File: src/pkg/ascs_pkg.sv
// package: register map, field layout, frame timing and state type of the serial port
package ascs_pkg;

	// ------------------------------------------------------------
	// register byte offsets
	// ------------------------------------------------------------
	localparam logic [4:0] OFF_DATA = 5'h00;
	localparam logic [4:0] OFF_FORMAT = 5'h04;
	localparam logic [4:0] OFF_ENABLE = 5'h08;
	localparam logic [4:0] OFF_STATUS = 5'h0c;

	// ------------------------------------------------------------
	// field positions
	// ------------------------------------------------------------
	localparam int FMT_RX_NINTH = 7;
	localparam int FMT_TX_NINTH = 6;
	localparam int FMT_NINE_BIT = 4;
	localparam int FMT_WAKE_ADDR = 3;
	localparam int EN_TX_EMPTY_IRQ = 7;
	localparam int EN_TX_DONE_IRQ = 6;
	localparam int EN_RX_IRQ = 5;
	localparam int EN_QUIET_IRQ = 4;
	localparam int EN_TX = 3;
	localparam int EN_RX = 2;
	localparam int EN_SLEEP = 1;
	localparam int EN_BREAK = 0;
	localparam int ST_TX_EMPTY = 7;
	localparam int ST_TX_DONE = 6;
	localparam int ST_RX_FULL = 5;
	localparam int ST_QUIET = 4;
	localparam int ST_OVERRUN = 3;
	localparam int ST_NOISE = 2;
	localparam int ST_FRAMING = 1;

	// ------------------------------------------------------------
	// frame timing, in sample ticks and bits
	// ------------------------------------------------------------
	localparam logic [3:0] RT_PER_BIT = 4'hf;
	localparam logic [3:0] RT_SMP_A = 4'h7;
	localparam logic [3:0] RT_SMP_B = 4'h8;
	localparam logic [3:0] RT_SMP_C = 4'h9;
	localparam logic [3:0] LEN_8BIT = 4'ha;
	localparam logic [3:0] LEN_9BIT = 4'hb;
	localparam logic [7:0] QUIET_8BIT = 8'ha0;
	localparam logic [7:0] QUIET_9BIT = 8'hb0;
	localparam logic [7:0] RT_DIV_DEFAULT = 8'h08;

	typedef enum logic [0:0] {
		RX_HUNT = 1'b0,
		RX_FRAME = 1'b1
	} ascs_rx_state_t;

	typedef struct packed {
		logic [1:0] sync;
		logic [7:0] rx_data;
		logic receive_ninth_bit;
		logic transmit_ninth_bit;
		logic nine_bit;
		logic wake_addr;
		logic tx_empty_irq_enable;
		logic tx_complete_irq_enable;
		logic rx_irq_enable;
		logic quiet_irq_enable;
		logic tx_enable;
		logic rx_enable;
		logic receiver_sleep;
		logic send_break;
		logic tx_holding_empty;
		logic tx_done;
		logic rx_holding_full;
		logic quiet;
		logic overrun;
		logic noise_flag;
		logic framing_error_flag;
		logic [6:0] snap;
		logic ack;
		logic [31:0] rdata;
		logic [7:0] tx_hold;
		logic [7:0] rt_div;
		logic [3:0] tx_rt;
		logic [10:0] tx_sr;
		logic [3:0] tx_cnt;
		logic pre_pend;
		logic guard;
		logic brk_pend;
		ascs_rx_state_t rx_st;
		logic [3:0] rx_rt;
		logic [3:0] rx_idx;
		logic [1:0] smp;
		logic [8:0] rx_sr;
		logic rx_noise;
		logic [7:0] quiet_cnt;
		logic quiet_armed;
	} ascs_state_t;

endpackage

File: src/hdl/ascs_serial.sv
// serial port control, status, transmitter and receiver behind an avalon-mm slave
// Function
// - frame is start, 8 data, stop; nine-bit select adds a data bit; unreset
// - ninth received bit readable, ninth transmitted bit writable, both unreset
// - wake select: idle line, or a one in the top data bit
// - while asleep no receiver flag sets; set flags stay; reset clears sleep
// - idle wake clears sleep after 10/11 ones; with idle wake, sleep writes ignored on idle line
// - address wake clears sleep, stores that character and sets receive-full
// - one interrupt from four enabled sources; overrun shares receive enable
// - transmit enable rising sends a preamble of 10/11 ones first
// - clearing transmit enable finishes the character, then releases the pin
// - enable toggled mid character: finish it, then a new preamble, then high
// - receive enable low disables receiver and inhibits its flags
// - send break sends zeros in whole frames, 10/11 for one pulse
// - after any break at least one high bit precedes the next start
// - transmit-empty sets on shift load; status read then data write clears
// - transmit-done sets at end with nothing pending, or with transmit disabled
// - receive-full sets on transfer with noise and framing in the same cycle
// - idle flag after 10/11 ones, rearmed by receive-full, not on wake
// - overrun keeps held data and drops characters until receive-full clears
// - noise flag from sample disagreement on start, data or stop bits
// - missing stop sets framing error, still transfers and sets receive-full
// - framing error plus overrun sets overrun only and drops the character
// - sixteen samples per bit, majority of three, transmit bit of sixteen
// - idle high, low start, least significant bit first, high stop
//
// Design decisions made here: the register offsets and register access over Avalon-MM.
`timescale 1ns/100ps

module ascs_serial #(
	parameter logic [7:0] RT_DIV = ascs_pkg::RT_DIV_DEFAULT
) (
	input wire logic i_clock, // 200 mhz clock
	input wire logic i_srst, // synchronous reset, active high
	input wire logic i_clk_en, // state frozen while low
	input wire logic [4:0] i_address, // avalon byte address
	input wire logic i_read, // avalon read
	input wire logic i_write, // avalon write
	input wire logic [3:0] i_byteenable, // avalon byte enables
	input wire logic [31:0] i_writedata, // avalon write data
	output logic [31:0] o_readdata, // avalon read data
	output logic o_waitrequest, // avalon wait request
	input wire logic i_serial_in_pin, // receive line
	output logic o_serial_out, // transmit line level
	output logic o_serial_out_oe, // transmit line driven
	output logic o_irq // serial interrupt
);
	import ascs_pkg::*;

	ascs_state_t s_r;
	ascs_state_t s_nxt;
	ascs_state_t s_rst;

	// ------------------------------------------------------------
	// helpers
	// ------------------------------------------------------------
	// vote3 is the majority of the three mid-bit samples; a one-sample
	// glitch therefore never changes a bit, it only raises noise
	function automatic logic vote3(input logic a, input logic b, input logic c);
		vote3 = (a & b) | (a & c) | (b & c);
	endfunction

	function automatic logic [3:0] frame_len(input logic nine);
		frame_len = nine ? LEN_9BIT : LEN_8BIT;
	endfunction

	logic line;
	logic rt_tick;
	logic tx_tick;
	logic req;
	logic accept;
	logic byte0;
	logic bit_v;
	logic bit_noise;
	logic line_idle;
	logic [3:0] len;
	logic [7:0] quiet_target;
	logic [10:0] data_frame;

	// line is the second synchroniser stage; nothing reads the first stage,
	// so a metastable first flop never reaches the receiver logic
	assign line = s_r.sync[1];
	assign len = frame_len(s_r.nine_bit);
	assign quiet_target = s_r.nine_bit ? QUIET_9BIT : QUIET_8BIT;
	assign rt_tick = (s_r.rt_div == RT_DIV - 8'h01);
	assign tx_tick = rt_tick && (s_r.tx_rt == RT_PER_BIT);
	assign req = i_read | i_write;
	assign accept = req & s_r.ack;
	assign byte0 = i_byteenable[0];
	assign bit_v = vote3(s_r.smp[0], s_r.smp[1], line);
	assign bit_noise = !(s_r.smp[0] == s_r.smp[1] && s_r.smp[1] == line);
	assign line_idle = (s_r.rx_st == RX_HUNT) && (s_r.quiet_cnt == quiet_target);
	// start low, data lsb first, ninth bit, high stop; unused top bit idles high
	assign data_frame = {1'b1, s_r.nine_bit ? s_r.transmit_ninth_bit : 1'b1,
		s_r.tx_hold, 1'b0};

	// ------------------------------------------------------------
	// reset value: format bits and ninth bits keep their contents
	// ------------------------------------------------------------
	// the frame format, wake method and ninth bits survive reset, so a
	// warm reset does not change the line format under a running partner;
	// the clear snapshot is zeroed, so no stale status read survives reset
	always_comb begin
		s_rst = '0;
		s_rst.sync = 2'h3;
		s_rst.rx_data = s_r.rx_data;
		s_rst.receive_ninth_bit = s_r.receive_ninth_bit;
		s_rst.transmit_ninth_bit = s_r.transmit_ninth_bit;
		s_rst.nine_bit = s_r.nine_bit;
		s_rst.wake_addr = s_r.wake_addr;
		s_rst.tx_holding_empty = 1'b1;
		s_rst.tx_done = 1'b1;
		s_rst.rx_sr = 9'h1ff;
		s_rst.quiet_armed = 1'b1;
	end

	// ------------------------------------------------------------
	// next state
	// ------------------------------------------------------------
	always_comb begin
		s_nxt = s_r;
		s_nxt.sync = {s_r.sync[0], i_serial_in_pin};
		s_nxt.rt_div = rt_tick ? 8'h00 : s_r.rt_div + 8'h01;
		if (rt_tick) begin
			s_nxt.tx_rt = s_r.tx_rt + 4'h1;
		end

		// bus: one wait cycle, read data and side effects at the accepting edge
		s_nxt.ack = req & ~s_r.ack;
		if (req && !s_r.ack) begin
			s_nxt.rdata = 32'h0;
			if (i_address == OFF_DATA) begin
				s_nxt.rdata[7:0] = s_r.rx_data;
			end else if (i_address == OFF_FORMAT) begin
				s_nxt.rdata[FMT_RX_NINTH] = s_r.receive_ninth_bit;
				s_nxt.rdata[FMT_TX_NINTH] = s_r.transmit_ninth_bit;
				s_nxt.rdata[FMT_NINE_BIT] = s_r.nine_bit;
				s_nxt.rdata[FMT_WAKE_ADDR] = s_r.wake_addr;
			end else if (i_address == OFF_ENABLE) begin
				s_nxt.rdata[7:0] = {s_r.tx_empty_irq_enable, s_r.tx_complete_irq_enable,
					s_r.rx_irq_enable, s_r.quiet_irq_enable, s_r.tx_enable,
					s_r.rx_enable, s_r.receiver_sleep, s_r.send_break};
			end else if (i_address == OFF_STATUS) begin
				s_nxt.rdata[7:1] = {s_r.tx_holding_empty, s_r.tx_done, s_r.rx_holding_full,
					s_r.quiet, s_r.overrun, s_r.noise_flag, s_r.framing_error_flag};
			end
		end

		if (accept && i_read) begin
			if (i_address == OFF_STATUS) begin
				// arm the clear of every flag seen set by this read; taken from the
				// returned data, so a flag that rises in the wait cycle is not
				// cleared before software has seen it
				s_nxt.snap = s_r.rdata[7:1];
			end else if (i_address == OFF_DATA) begin
				if (s_r.snap[ST_RX_FULL - 1]) s_nxt.rx_holding_full = 1'b0;
				if (s_r.snap[ST_QUIET - 1]) s_nxt.quiet = 1'b0;
				if (s_r.snap[ST_OVERRUN - 1]) s_nxt.overrun = 1'b0;
				if (s_r.snap[ST_NOISE - 1]) s_nxt.noise_flag = 1'b0;
				if (s_r.snap[ST_FRAMING - 1]) s_nxt.framing_error_flag = 1'b0;
				s_nxt.snap[4:0] = 5'h00;
			end
		end

		if (accept && i_write && byte0) begin
			if (i_address == OFF_DATA) begin
				s_nxt.tx_hold = i_writedata[7:0];
				// without the status read first the byte is stored but never sent
				if (s_r.snap[ST_TX_EMPTY - 1]) s_nxt.tx_holding_empty = 1'b0;
				if (s_r.snap[ST_TX_DONE - 1]) s_nxt.tx_done = 1'b0;
				s_nxt.snap[6:5] = 2'h0;
			end else if (i_address == OFF_FORMAT) begin
				s_nxt.transmit_ninth_bit = i_writedata[FMT_TX_NINTH];
				s_nxt.nine_bit = i_writedata[FMT_NINE_BIT];
				s_nxt.wake_addr = i_writedata[FMT_WAKE_ADDR];
			end else if (i_address == OFF_ENABLE) begin
				s_nxt.tx_empty_irq_enable = i_writedata[EN_TX_EMPTY_IRQ];
				s_nxt.tx_complete_irq_enable = i_writedata[EN_TX_DONE_IRQ];
				s_nxt.rx_irq_enable = i_writedata[EN_RX_IRQ];
				s_nxt.quiet_irq_enable = i_writedata[EN_QUIET_IRQ];
				s_nxt.tx_enable = i_writedata[EN_TX];
				s_nxt.rx_enable = i_writedata[EN_RX];
				s_nxt.send_break = i_writedata[EN_BREAK];
				if (i_writedata[EN_BREAK]) begin
					s_nxt.brk_pend = 1'b1;
				end
				if (i_writedata[EN_TX] && !s_r.tx_enable) begin
					s_nxt.pre_pend = 1'b1;
				end
				if (!i_writedata[EN_SLEEP]) begin
					s_nxt.receiver_sleep = 1'b0;
				end else if (!(line_idle && !s_r.wake_addr)) begin
					s_nxt.receiver_sleep = 1'b1;
				end
			end
		end

		// ------------------------------------------------------------
		// transmitter: tx_sr[0] is the bit on the line, tx_cnt bits remain
		// ------------------------------------------------------------
		// priority at a bit boundary: preamble, break, guard bit, data, idle.
		// a new byte waits for the next boundary, so a write that lands on a
		// tick is never overtaken by the stale holding contents.
		// a break pulse shorter than a frame is remembered in brk_pend, so
		// even a set then clear write pair sends one full frame of zeros
		if (tx_tick) begin
			if (s_r.tx_cnt > 4'h1) begin
				s_nxt.tx_sr = {1'b1, s_r.tx_sr[10:1]};
				s_nxt.tx_cnt = s_r.tx_cnt - 4'h1;
			end else if (s_r.tx_enable && s_nxt.pre_pend) begin
				s_nxt.pre_pend = 1'b0;
				s_nxt.tx_sr = 11'h7ff;
				s_nxt.tx_cnt = len;
			end else if (s_r.tx_enable && (s_r.send_break || s_r.brk_pend)) begin
				s_nxt.brk_pend = 1'b0;
				s_nxt.tx_sr = 11'h000;
				s_nxt.tx_cnt = len;
				s_nxt.guard = 1'b1;
			end else if (s_r.guard) begin
				s_nxt.guard = 1'b0;
				s_nxt.tx_sr = 11'h7ff;
				s_nxt.tx_cnt = 4'h1;
			end else if (s_r.tx_enable && !s_r.tx_holding_empty) begin
				s_nxt.tx_sr = data_frame;
				s_nxt.tx_cnt = len;
				s_nxt.tx_holding_empty = 1'b1;
			end else begin
				// nothing pending; a disabled end lets go of the pin here
				s_nxt.tx_cnt = 4'h0;
				if (s_r.tx_cnt == 4'h1) begin
					s_nxt.tx_done = 1'b1;
				end
			end
		end

		// ------------------------------------------------------------
		// receiver, stepped at the sample rate
		// ------------------------------------------------------------
		// rx_rt counts sixteen ticks per bit; samples at ticks 7, 8 and 9.
		// limitation: no edge check after a framing error; the
		// receiver starts a new frame on any low sample while hunting
		if (!s_r.rx_enable) begin
			s_nxt.rx_st = RX_HUNT;
			s_nxt.quiet_cnt = 8'h00;
		end else if (rt_tick) begin
			case (s_r.rx_st)
				RX_HUNT: begin
					if (!line) begin
						s_nxt.rx_st = RX_FRAME;
						s_nxt.rx_rt = 4'h0;
						s_nxt.rx_idx = 4'h0;
						s_nxt.rx_noise = 1'b0;
						s_nxt.quiet_cnt = 8'h00;
					end else if (s_r.quiet_cnt != quiet_target) begin
						s_nxt.quiet_cnt = s_r.quiet_cnt + 8'h01;
						if (s_r.quiet_cnt + 8'h01 == quiet_target) begin
							if (s_r.receiver_sleep) begin
								if (!s_r.wake_addr) begin
									s_nxt.receiver_sleep = 1'b0;
								end
							end else if (s_r.quiet_armed) begin
								s_nxt.quiet = 1'b1;
								s_nxt.quiet_armed = 1'b0;
							end
						end
					end
				end
				RX_FRAME: begin
					s_nxt.rx_rt = s_r.rx_rt + 4'h1;
					if (s_r.rx_rt == RT_SMP_A) s_nxt.smp[0] = line;
					if (s_r.rx_rt == RT_SMP_B) s_nxt.smp[1] = line;
					if (s_r.rx_rt == RT_SMP_C) begin
						s_nxt.rx_idx = s_r.rx_idx + 4'h1;
						if (s_r.rx_idx == 4'h0) begin
							if (bit_v) begin
								s_nxt.rx_st = RX_HUNT; // false start, no noise
							end else begin
								s_nxt.rx_noise = bit_noise;
							end
						end else if (s_r.rx_idx < len - 4'h1) begin
							s_nxt.rx_sr = {bit_v, s_r.rx_sr[8:1]};
							s_nxt.rx_noise = s_r.rx_noise | bit_noise;
						end else begin
							// stop bit: decide the whole character in one cycle
							s_nxt.rx_st = RX_HUNT;
							if (s_r.receiver_sleep && s_r.wake_addr && s_r.rx_sr[8]) begin
								s_nxt.receiver_sleep = 1'b0;
							end
							if (s_r.receiver_sleep && !(s_r.wake_addr && s_r.rx_sr[8])) begin
								s_nxt.rx_noise = 1'b0;
							end else if (s_nxt.rx_holding_full) begin
								s_nxt.overrun = 1'b1;
							end else begin
								s_nxt.rx_data = s_r.nine_bit ? s_r.rx_sr[7:0] : s_r.rx_sr[8:1];
								s_nxt.receive_ninth_bit = s_r.nine_bit ? s_r.rx_sr[8]
									: s_r.receive_ninth_bit;
								s_nxt.rx_holding_full = 1'b1;
								s_nxt.noise_flag = s_r.rx_noise | bit_noise;
								s_nxt.framing_error_flag = ~bit_v;
								s_nxt.quiet_armed = 1'b1;
							end
						end
					end
				end
				default: begin
					s_nxt.rx_st = RX_HUNT;
				end
			endcase
		end
	end

	// ------------------------------------------------------------
	// state register
	// ------------------------------------------------------------
	// the clock enable gates the whole state word at once; a frozen
	// block keeps its counters and flags exactly where they were
	always_ff @(posedge i_clock) begin
		if (i_srst) begin
			s_r <= s_rst;
		end else if (i_clk_en) begin
			s_r <= s_nxt;
		end
	end

	// ------------------------------------------------------------
	// outputs
	// ------------------------------------------------------------
	// a frozen clock enable also holds the bus, so no accept is lost
	assign o_waitrequest = req & (~s_r.ack | ~i_clk_en);
	assign o_readdata = s_r.rdata;
	assign o_serial_out = (s_r.tx_cnt != 4'h0) ? s_r.tx_sr[0] : 1'b1;
	// the pin stays driven until the last bit of a character has left,
	// even when the enable was cleared earlier
	assign o_serial_out_oe = s_r.tx_enable | (s_r.tx_cnt != 4'h0);
	assign o_irq = (s_r.tx_empty_irq_enable & s_r.tx_holding_empty)
		| (s_r.tx_complete_irq_enable & s_r.tx_done)
		| (s_r.rx_irq_enable & (s_r.rx_holding_full | s_r.overrun))
		| (s_r.quiet_irq_enable & s_r.quiet);

endmodule

File: config.mk
export PLATFORM = sky130hd
export DESIGN_NAME = ascs_serial
export DESIGN_NICKNAME = d
export VERILOG_FILES = /design/src/pkg/ascs_pkg.sv /design/src/hdl/ascs_serial.sv
export SDC_FILE = /design/constraint.sdc
export NUM_CORES = 1
export LEC_CHECK = 0
export ABC_AREA = 1
export BUFFER_PORTS_ARGS = -buffer_cell sky130_fd_sc_hd__buf_4
export CELL_PAD_IN_SITES_DETAIL_PLACEMENT = 0
export CELL_PAD_IN_SITES_GLOBAL_PLACEMENT = 1
export CORE_UTILIZATION = 42
export CTS_CLUSTER_SIZE = 16
export DETAILED_ROUTE_END_ITERATION = 10
export GPL_TIMING_DRIVEN = 0
export PLACE_DENSITY = 0.91
export SYNTH_ARGS = -nofsm -noshare
export SYNTH_HDL_FRONTEND = slang
export SYNTH_SLANG_ARGS = --single-unit
File: constraint.sdc
create_clock -name i_clock -period 3.3 [get_ports i_clock]
set_clock_uncertainty 0.2 [all_clocks]
set_input_delay 0.66 -clock i_clock [delete_from_list [all_inputs] [get_ports i_clock]]
set_output_delay 0.66 -clock i_clock [all_outputs]
set_load 0.01 [all_outputs]
Yosys cells after proc, flatten, opt, wreduce, memory -nomap -nowiden
Index checks and enable logic that the tools add are counted.

Register bits: 113. Latch bits: 0. Bits in writable memories: 0. Memory bits (read-only): 0. Bits of input ports: 47. Output and inout bits: 36. Logic and storage cells: 293. Memories kept: 0.

Add/subtract/negate cells: 7. Multipliers: 0. Divide/modulo/power cells: 0. Order comparisons: 2. Equal/unequal tests: 29. Shift-type cells: 0. Muxes and demuxes: 132. Bitwise gates (word level): 33. Reductions and logical operators: 48.

Operator list (number): 1-bit 2-to-1 mux (73); 15-bit 2-to-1 mux (4); 8-bit 2-to-1 mux (6); 9-bit 2-to-1 mux (4); 5-bit 2-to-1 mux (7); 2-bit 2-to-1 mux (16); 30-bit 2-to-1 mux (1); 5-bit AND reduction (5); 3-bit 2-to-1 mux (8); 11-bit 2-to-1 mux (2); 9-bit one-hot mux with 2 select lines (1); 8-bit by 1-bit adder with 8-bit output (second input constant) (2); 8-bit == test (2); 1-bit logical AND (16); 2-bit != test (second input constant) (8); 7-bit 2-to-1 mux (2); 7-bit AND reduction (2); 1-bit inverter (13); 4-bit by 1-bit adder with 4-bit output (second input constant) (3); 4-bit == test (second input constant) (3); 12-bit 2-to-1 mux (1); 4-bit 2-to-1 mux (3); 12-bit AND reduction (1); 4-bit AND reduction (3); 29 further kinds (65).

Longest topological paths before layout
Gate-level depths: netlist of the first run.

Depth in word-level cells: 18. Mapped depth: 13. Mapped depth without buffers: 12.

Worst setup path after synthesis of the first run
Ideal clock, no wire load.

Kind: input port to flip-flop. Start: input i_address[1]. End: register s_r[127] in the netlist's numbering (enable). Setup time: 0.383 ns. Arrival time: 2.148 ns. Path slack: 0.569 ns. Stages on the path: 9. Buffers on the path: 0. Path through: nor2_2 -> nand2_1 -> nor2_2 -> nand4_1 -> nand2_1 -> inv_1 -> nor2_1 -> inv_1 -> nor3_1.

Cells in the longest elaborated chain, start to end: 6.

RTL lines: from (decl) (RTL line ascs_serial.sv:36) `input wire logic [4:0] i_address,`; 5-bit logical NOT (RTL line ascs_serial.sv:155) `end else if (i_address == OFF_DATA) begin`; 5-bit 2-to-1 mux (RTL line ascs_serial.sv:155); 5-bit 2-to-1 mux * (RTL line ascs_serial.sv:150) `if (i_address == OFF_STATUS) begin`; 12-bit 2-to-1 mux * (RTL line ascs_serial.sv:149) `if (accept && i_read) begin`; 1-bit inverter (no line) *; 10-bit AND reduction (no line) *; to (signal assigned) (RTL line ascs_serial.sv:319) `s_r <= s_rst;`; to (signal assigned) (RTL line ascs_serial.sv:321) `s_r <= s_nxt;`; to (decl) (RTL line ascs_serial.sv:50) `ascs_state_t s_r;`.

Mark *: on every way between the ends. The rest lies on a longest branch, timed or not. A chain may end at the register's enable or synchronous reset.

Final worst setup path of the first run
Start: register s_r[124] in the netlist's numbering. End: register s_r[133] in the netlist's numbering (enable).

Cells in the longest elaborated chain, start to end: 5.

RTL lines: 1-bit 2-to-1 mux (RTL line ascs_serial.sv:64) `frame_len = nine ? LEN_9BIT : LEN_8BIT;`; 4-bit by 1-bit subtractor with 4-bit output (RTL line ascs_serial.sv:280) `end else if (s_r.rx_idx < len - 4'h1) begin`; 4-bit less-than comparator (RTL line ascs_serial.sv:280); 1-bit inverter (no line); 10-bit AND reduction (no line).

Every way passes these cells.

==> out/results.tsv, run 1 <==
stage	metric	value	unit
logic_synthesis	Yosys top cell by area	dfxtp_1	
detailed_routing	DR iter-0 viols	630	
critical_path	CP Launch Type	flip-flop	
global_routing	GRT Total Usage	0.227	
sta	worst setup margin	0.372	ns
pwr	NetSw	0.791	mW
cts	number of buffers on the longest clock path	2	
detailed_routing	total wire length	16.0	mm
global_routing	GR Util met1	0.312	
logic_synthesis	count of warnings emitted by yosys	0	
logic_synthesis	EDFF count, synth	12	
placed_design	placed cells	1058	
critical_path	slowest cell delay on critical path	0.42	ns
hold_path	Hold Path Stages	1	
critical_path	Critical Path AT	2.81	ns
critical_path	Worst EP required	3.18	ns
placed_design	Final Wtd Congestion	0.819	
floorplan	core area	0.0140	mm2
detailed_routing	DRC Markers	0	
cts	cts hold-fix bufs	0	
floorplan	Chip Height	122	um
finish	Final nets	960	
logic_synthesis	post-synthesis instance total	824	
finish	Area Overhead vs Synth	18.5	%
detailed_routing	vias	5600	
logic_synthesis	Post-synth top flop	dfxtp_1	
global_routing	GR Util met2	0.354	
global_routing	initial antenna violation count	1	
cts	postcts setup bufs	0	
critical_path	worst-path fanout max	8	
sta	worst slew pin tran	0.861	ns
sta	relative slew slack	0.426	
floorplan	Die X-Extent	122	um
sta	Final setup viols	0	
sta	Max Freq	342	MHz
critical_path	worst r2r path cells	10	
logic_synthesis	register area share after synthesis	0.392	
sta	Final Max Slew Viols	0	
cts	Root Buffer	clkbuf_16	
pwr	switching portion of total power	0.235	
pwr	power density over the cells	467	mW/mm2
critical_path	Max stage delay cell, worst path	ha_1	
floorplan	initial core utilization	0.435	
global_routing	first-pass GRT wire length	25.9	mm
logic_synthesis	async set-or-reset flop fraction in the synthesized netlist	0	
cts	Skew-Pair Late Insertion Delay	0.42	ns
finish	final cell count without fillers	1091	
pwr	leakage	3.16	nW
job	Max Cap Viol	0	
logic_synthesis	Post-Syn Area	0.00608	mm2
global_routing	global route overflow	0	
floorplan	die area	0.0150	mm2
global_routing	number of global-route vias before repair	5064	
cts	TritonCTS clock tree	built	
finish	layout cells sized above 1	0.180	
finish	FILL cells	1401	
sta	Tcrit/Tclk final	0.887	
sta	minimum clock period	2.93	ns
sta	final hold violation count	0	
pwr	Pint	2.57	mW
logic_synthesis	Unique masters post-synth	56	
sta	RSZ-0062 raised after global routing	no	
run_status	status	finished, final reports clean	
cts	total CTS buffers	17	
cts	CTS H-Tree Depth	4	
hold_path	Hold/Removal Path Class	primary input to flip-flop	
floorplan	IO Count	83	
logic_synthesis	FF+latch count, synth	113	
critical_path	Critical Path End Type	flip-flop	
cts	clock slew at reported path FFs	0.06	ns
placed_design	DP Worst Slack	-0.0251	ns
detailed_routing	Avg Vias per Cell	5.13	
logic_synthesis	top cell type's share of synthesized area	0.332	
finish	final core utilization	0.515	
pwr	VDD IR max	0.377	mV
global_routing	gr busiest metal	met2	
critical_path	crit path kind	flip-flop to flip-flop	
pwr	Comb pwr share	0.056	
logic_synthesis	syn avg cell area	7.38	um2
global_routing	pin count of the biggest net entering global routing	17	
placed_design	hpwl dp	11.7	mm
cts	clk sinks	113	
floorplan	Row Count	43	
global_routing	global-route met3 utilization	0.0548	
detailed_routing	WL/cell	14.7	um
detailed_routing	Routed Antenna Nets	0	
pwr	sequential share of power	0.419	
critical_path	crit path cell chain	clkinv_1 -> ha_1 -> o21ai_0 -> nand3_1 -> nand2_1 -> nor2_1 -> inv_1 -> nor2_1 -> inv_1 -> nor3_4	
pwr	clock share of power	0.525	
placed_design	Buffers on Ports	31	
logic_synthesis	synth top area cells	dfxtp_1 (33%), nand2_1 (9.2%), o21ai_0 (6.1%), a21oi_1 (6.0%), edfxtp_1 (5.9%)	
detailed_routing	1st-pass router iterations	6	
-- path summary, 6_finish.rpt --
kind	from	endpoint	slack, ns
max	s_r[124]$_DFFE_PP_	s_r[133]$_DFFE_PP_	0.37
min reg2reg	s_r[9]$_SDFFE_PP0P_	s_r[9]$_SDFFE_PP0P_	0.26
min	i_writedata[6]	s_r[125]$_DFFE_PP_	0.25
max reg2reg	s_r[124]$_DFFE_PP_	s_r[133]$_DFFE_PP_	0.37
-- cells by family after synthesis --
family | Yosys count | share of synthesized area
adder cells (fa/ha/maj) | 16 | 0.0329
AO/OA/AOI/OAI | 180 | 0.165
XOR/XNOR | 4 | 0.00576
buffers and inverters | 158 | 0.124
other | 1 | 0.000616
AND/OR/NAND/NOR | 352 | 0.280
flip-flops | 113 | 0.392
-- flip-flops by register name, indices dropped and copies added (netlist names) --
register    flops
o_readdata      8
data_frame      8
s_nxt           1
s_r            95
line            1
-- power by group through the flow --
stage	sequential, mW	clock [mW]	combinational (mW)
finish	1.41	1.77	0.188
global route	1.41	1.86	0.204
CTS	1.41	1.78	0.186
detailed placement	1.44	0	0.185
global placement	1.44	0	0.185
floorplan	1.44	0	0.113
-- cells in the mapped netlist, types with 4 or more instances --
master	number
nand2_1	149
dfxtp_1	101
inv_1	86
nor2_1	82
o21ai_0	74
a21oi_1	73
nand3_1	44
buf_4	32
nor3_1	17
clkbuf_1	16
ha_1	16
nand4_1	15
edfxtp_1	12
inv_2	9
nand3_2	9
or2_2	9
a21oi_2	8
buf_2	6
a211oi_1	5
nor2_2	4
-- stage by stage --
stage / cell area (um2) / hold WS (ns) / TNS (ns) / power, mW
after global placement: 6630 / 0.244 / -0.158 / 1.62
after CTS: 7200 / 0.242 / 0 / 3.37
after global routing: 7210 / 0.239 / 0 / 3.47
final: 7210 / 0.252 / 0 / 3.36
after floorplan: 6170 / 0.226 / 0 / 1.55
after detailed placement: 6630 / 0.249 / -0.200 / 1.62
-- critical path: cells and delay by family, from the launching register on --
family          cells  cell delay [ns]
compound gates      1             0.07
flops               1             0.40
fa+ha+maj           1             0.42
simple gates        5             0.90
buf+inv             3             0.58
-- repair_timing --
action                     in CTS  in global routing
gates cloned                    0                  0
setup endpoints to repair       8                  8
gates resized for setup         1                  1
-- routing by layer --
metal  vias to the layer above  part of all wire
li1                       2817                 -
met1                      2587              0.47
met2                       176              0.45
met3                        20             0.067
met4                         0             0.013
met5                         -                 0
-- placed cells by master (no fill, tap or decap), drive strengths merged, types with 18 or more instances in the layout --
cell	instances
nand2	156
dfxtp	101
inv	99
nor2	90
a21oi	81
o21ai	79
buf	73
nand3	55
clkbuf	33
conb	24
nor3	18
-- area by class of cell --
type	count	area, um2	area share
Multi-Input combinational cell	576	3040	0.422
Buffer	58	372	0.0515
Antenna cell	1	2.50	0.000347
Clock buffer	17	425	0.0590
Inverter	100	385	0.0535
Timing Repair Buffer	31	233	0.0323
Tap cell	180	225	0.0312
Clock inverter	15	143	0.0198
Sequential cell	113	2380	0.330
Note: power is estimated with default switching activity, not from simulation.
==> run 2, diff against run 1 <==
BUFFER_PORTS_ARGS = not set   (was -buffer_cell sky130_fd_sc_hd__buf_4)
CORE_MARGIN = 4   (was not set)
CORE_UTILIZATION = 46   (was 42)
DONT_BUFFER_PORTS = 1   (was not set)
PLACE_DENSITY = 0.9   (was 0.91)
==> run 2 against run 1 <==
Hold slack got worse by 0.12 ns. Critical path type unchanged. Largest power group unchanged. Clock-buffer cell count increased by 1. Critical path depth unchanged.
==> out/results.tsv, run 2 (synthesis gave the netlist of run 1 again) <==
stage	metric	value	unit
detailed_routing	WL/cell	14.8	um
sta	worst slew pin tran	0.904	ns
cts	clock slew at reported path FFs	0.06	ns
sta	Final Max Slew Viols	0	
pwr	power density over the cells	501	mW/mm2
pwr	VDD IR max	0.378	mV
global_routing	GR Util met1	0.303	
detailed_routing	1st-pass router iterations	5	
detailed_routing	DRC Markers	0	
critical_path	Worst EP required	3.18	ns
critical_path	R2R Setup Slk	0.38	ns
hold_path	hold path start	i_writedata[6]	
detailed_routing	Routed Antenna Nets	0	
job	Max Cap Viol	0	
sta	Post-Route Setup TNS	0	ns
finish	Final nets	929	
floorplan	die area	0.0151	mm2
hold_path	Hold/Removal Path Class	primary input to flip-flop	
critical_path	CP endpoint	s_r[127]$_DFFE_PP_	
finish	Inserted Diodes	0	
critical_path	crit path kind	flip-flop to flip-flop	
finish	Largest register FFs	95	
sta	Max Freq	342	MHz
finish	multi-input combinational cell area	0.00304	mm2
global_routing	number of global-route vias before repair	4878	
sta	relative slew slack	0.397	
critical_path	CP Launch Type	flip-flop	
finish	commonest non-fill, non-tap cell in the layout	nand2_1	
finish	Area Overhead vs Synth	15.6	%
critical_path	crit path cell chain	clkinv_1 -> ha_1 -> o21ai_0 -> nand3_1 -> nand2_1 -> nor2_1 -> inv_1 -> nor2_1 -> inv_1 -> nor3_4	
critical_path	Levels on crit path	10	
global_routing	global route overflow	0	
detailed_routing	vias	5409	
pwr	leakage	3.04	nW
global_routing	pin count of the biggest net entering global routing	17	
sta	final hold violation count	0	
cts	TritonCTS clock tree	built	
sta	minimum clock period	2.92	ns
sta	Final setup viols	0	
detailed_routing	DR iter-0 viols	374	
run_status	status	finished, final reports clean	
critical_path	worst flop-to-flop path startpoint	s_r[124]$_DFFE_PP_	
placed_design	Final Wtd Congestion	0.895	
floorplan	IO Count	83	
critical_path	Crit. Startpoint	s_r[124]$_DFFE_PP_	
floorplan	Die X-Extent	123	um
critical_path	slowest cell delay on critical path	0.41	ns
finish	final core utilization	0.551	
critical_path	Critical Path End Type	flip-flop	
cts	clk sinks	113	
finish	FILL cells	1244	
placed_design	hpwl dp	11.5	mm
sta	Tcrit/Tclk final	0.885	
cts	total CTS buffers	17	
global_routing	gr busiest metal	met2	
critical_path	worst r2r path cells	10	
cts	number of buffers on the longest clock path	2	
global_routing	global-route met3 utilization	0.0645	
critical_path	worst-path fanout max	8	
finish	Top reg by flops	s_r	
cts	Skew-Pair Late Insertion Delay	0.42	ns
critical_path	Critical Path AT	2.80	ns
cts	postcts setup bufs	0	
critical_path	Buf+Inv Stages, Crit Path	3	
detailed_routing	Avg Vias per Cell	5.15	
finish	Register Area	0.00238	mm2
global_routing	first-pass GRT wire length	24.9	mm
detailed_routing	total wire length	15.6	mm
cts	CTS H-Tree Depth	4	
critical_path	Max stage delay cell, worst path	edfxtp_1	
finish	layout cells sized above 1	0.155	
sta	RSZ-0062 raised after global routing	no	
placed_design	Buffers on Ports	0	
floorplan	initial core utilization	0.476	
global_routing	GRT Total Usage	0.215	
hold_path	Hold Path Stages	0	
global_routing	GR Util met2	0.317	
floorplan	Chip Height	123	um
floorplan	Row Count	41	
critical_path	FF-to-FF End	s_r[127]$_DFFE_PP_	
global_routing	initial antenna violation count	0	
finish	commonest non-fill, non-tap cells in the layout	nand2_1 (149), dfxtp_1 (101), inv_1 (86), nor2_1 (82), o21ai_0 (74)	
critical_path	delay-heaviest family, CP	simple AND/OR/NAND/NOR gates	
floorplan	core area	0.0128	mm2
cts	Root Buffer	clkbuf_16	
run 2: final cells by class:
class	count	share of cell area
Sequential cell	113	0.339
Clock buffer	18	0.0640
Buffer	58	0.0528
Multi-Input combinational cell	576	0.432
Clock inverter	14	0.0265
Inverter	100	0.0548
Tap cell	172	0.0306
run 2: per-stage QoR:
stage | instances | hold WS (ns) | instance area (um2) | setup WS (ns) | total power, mW
after floorplan | 847 | 0.226 | 6170 | 0.569 | 1.55
after global placement | 1019 | 0.246 | 6380 | -0.0327 | 1.59
after detailed placement | 1019 | 0.254 | 6380 | -0.0395 | 1.58
after CTS | 1051 | 0.128 | 7030 | 0.257 | 3.54
after global routing | 1051 | 0.120 | 7030 | 0.0619 | 3.62
final | 1051 | 0.136 | 7030 | 0.379 | 3.53
run 2: how the worst min path moves through the flow:
| stage | slack [ns] | to |
|---|---|---|
| 2_1_floorplan | 0.23 | s_r[51]$_SDFFE_PP0P_ |
| 3_3_place_gp | 0.25 | s_r[51]$_SDFFE_PP0P_ |
| 3_5_place_dp | 0.25 | s_r[51]$_SDFFE_PP0P_ |
| 4_1_cts | 0.13 | s_r[125]$_DFFE_PP_ |
| 5_1_grt | 0.12 | s_r[123]$_DFFE_PP_ |
| 6_report | 0.14 | s_r[125]$_DFFE_PP_ |
run 2: repair_timing:
item,CTS,global route
resized for setup,1,1
setup endpoints to repair,8,8
hold buffers,0,0
pin swaps,0,0
run 2: worst reg2reg max path, delay by kind of cell (launching register included):
kind                       cells  cell delay, ns
AOI/OAI and AO/OA              1            0.07
DFF                            1            0.41
adders and majority gates      1            0.39
buffers and inverters          3            0.55
and+or+nand+nor                5            0.97
run 2: layer usage:
layer / vias to the layer above / wire length (um)
met5: - / 0
met3: 24 / 1230
met4: 0 / 229
li1: 2761 / -
met1: 2452 / 7450
met2: 172 / 6670
run 2: power by group:
group	switching, mW	internal, mW	total, mW
combinational	0.0979	0.0515	0.149
clock	0.667	1.30	1.97
sequential	0.0103	1.40	1.41
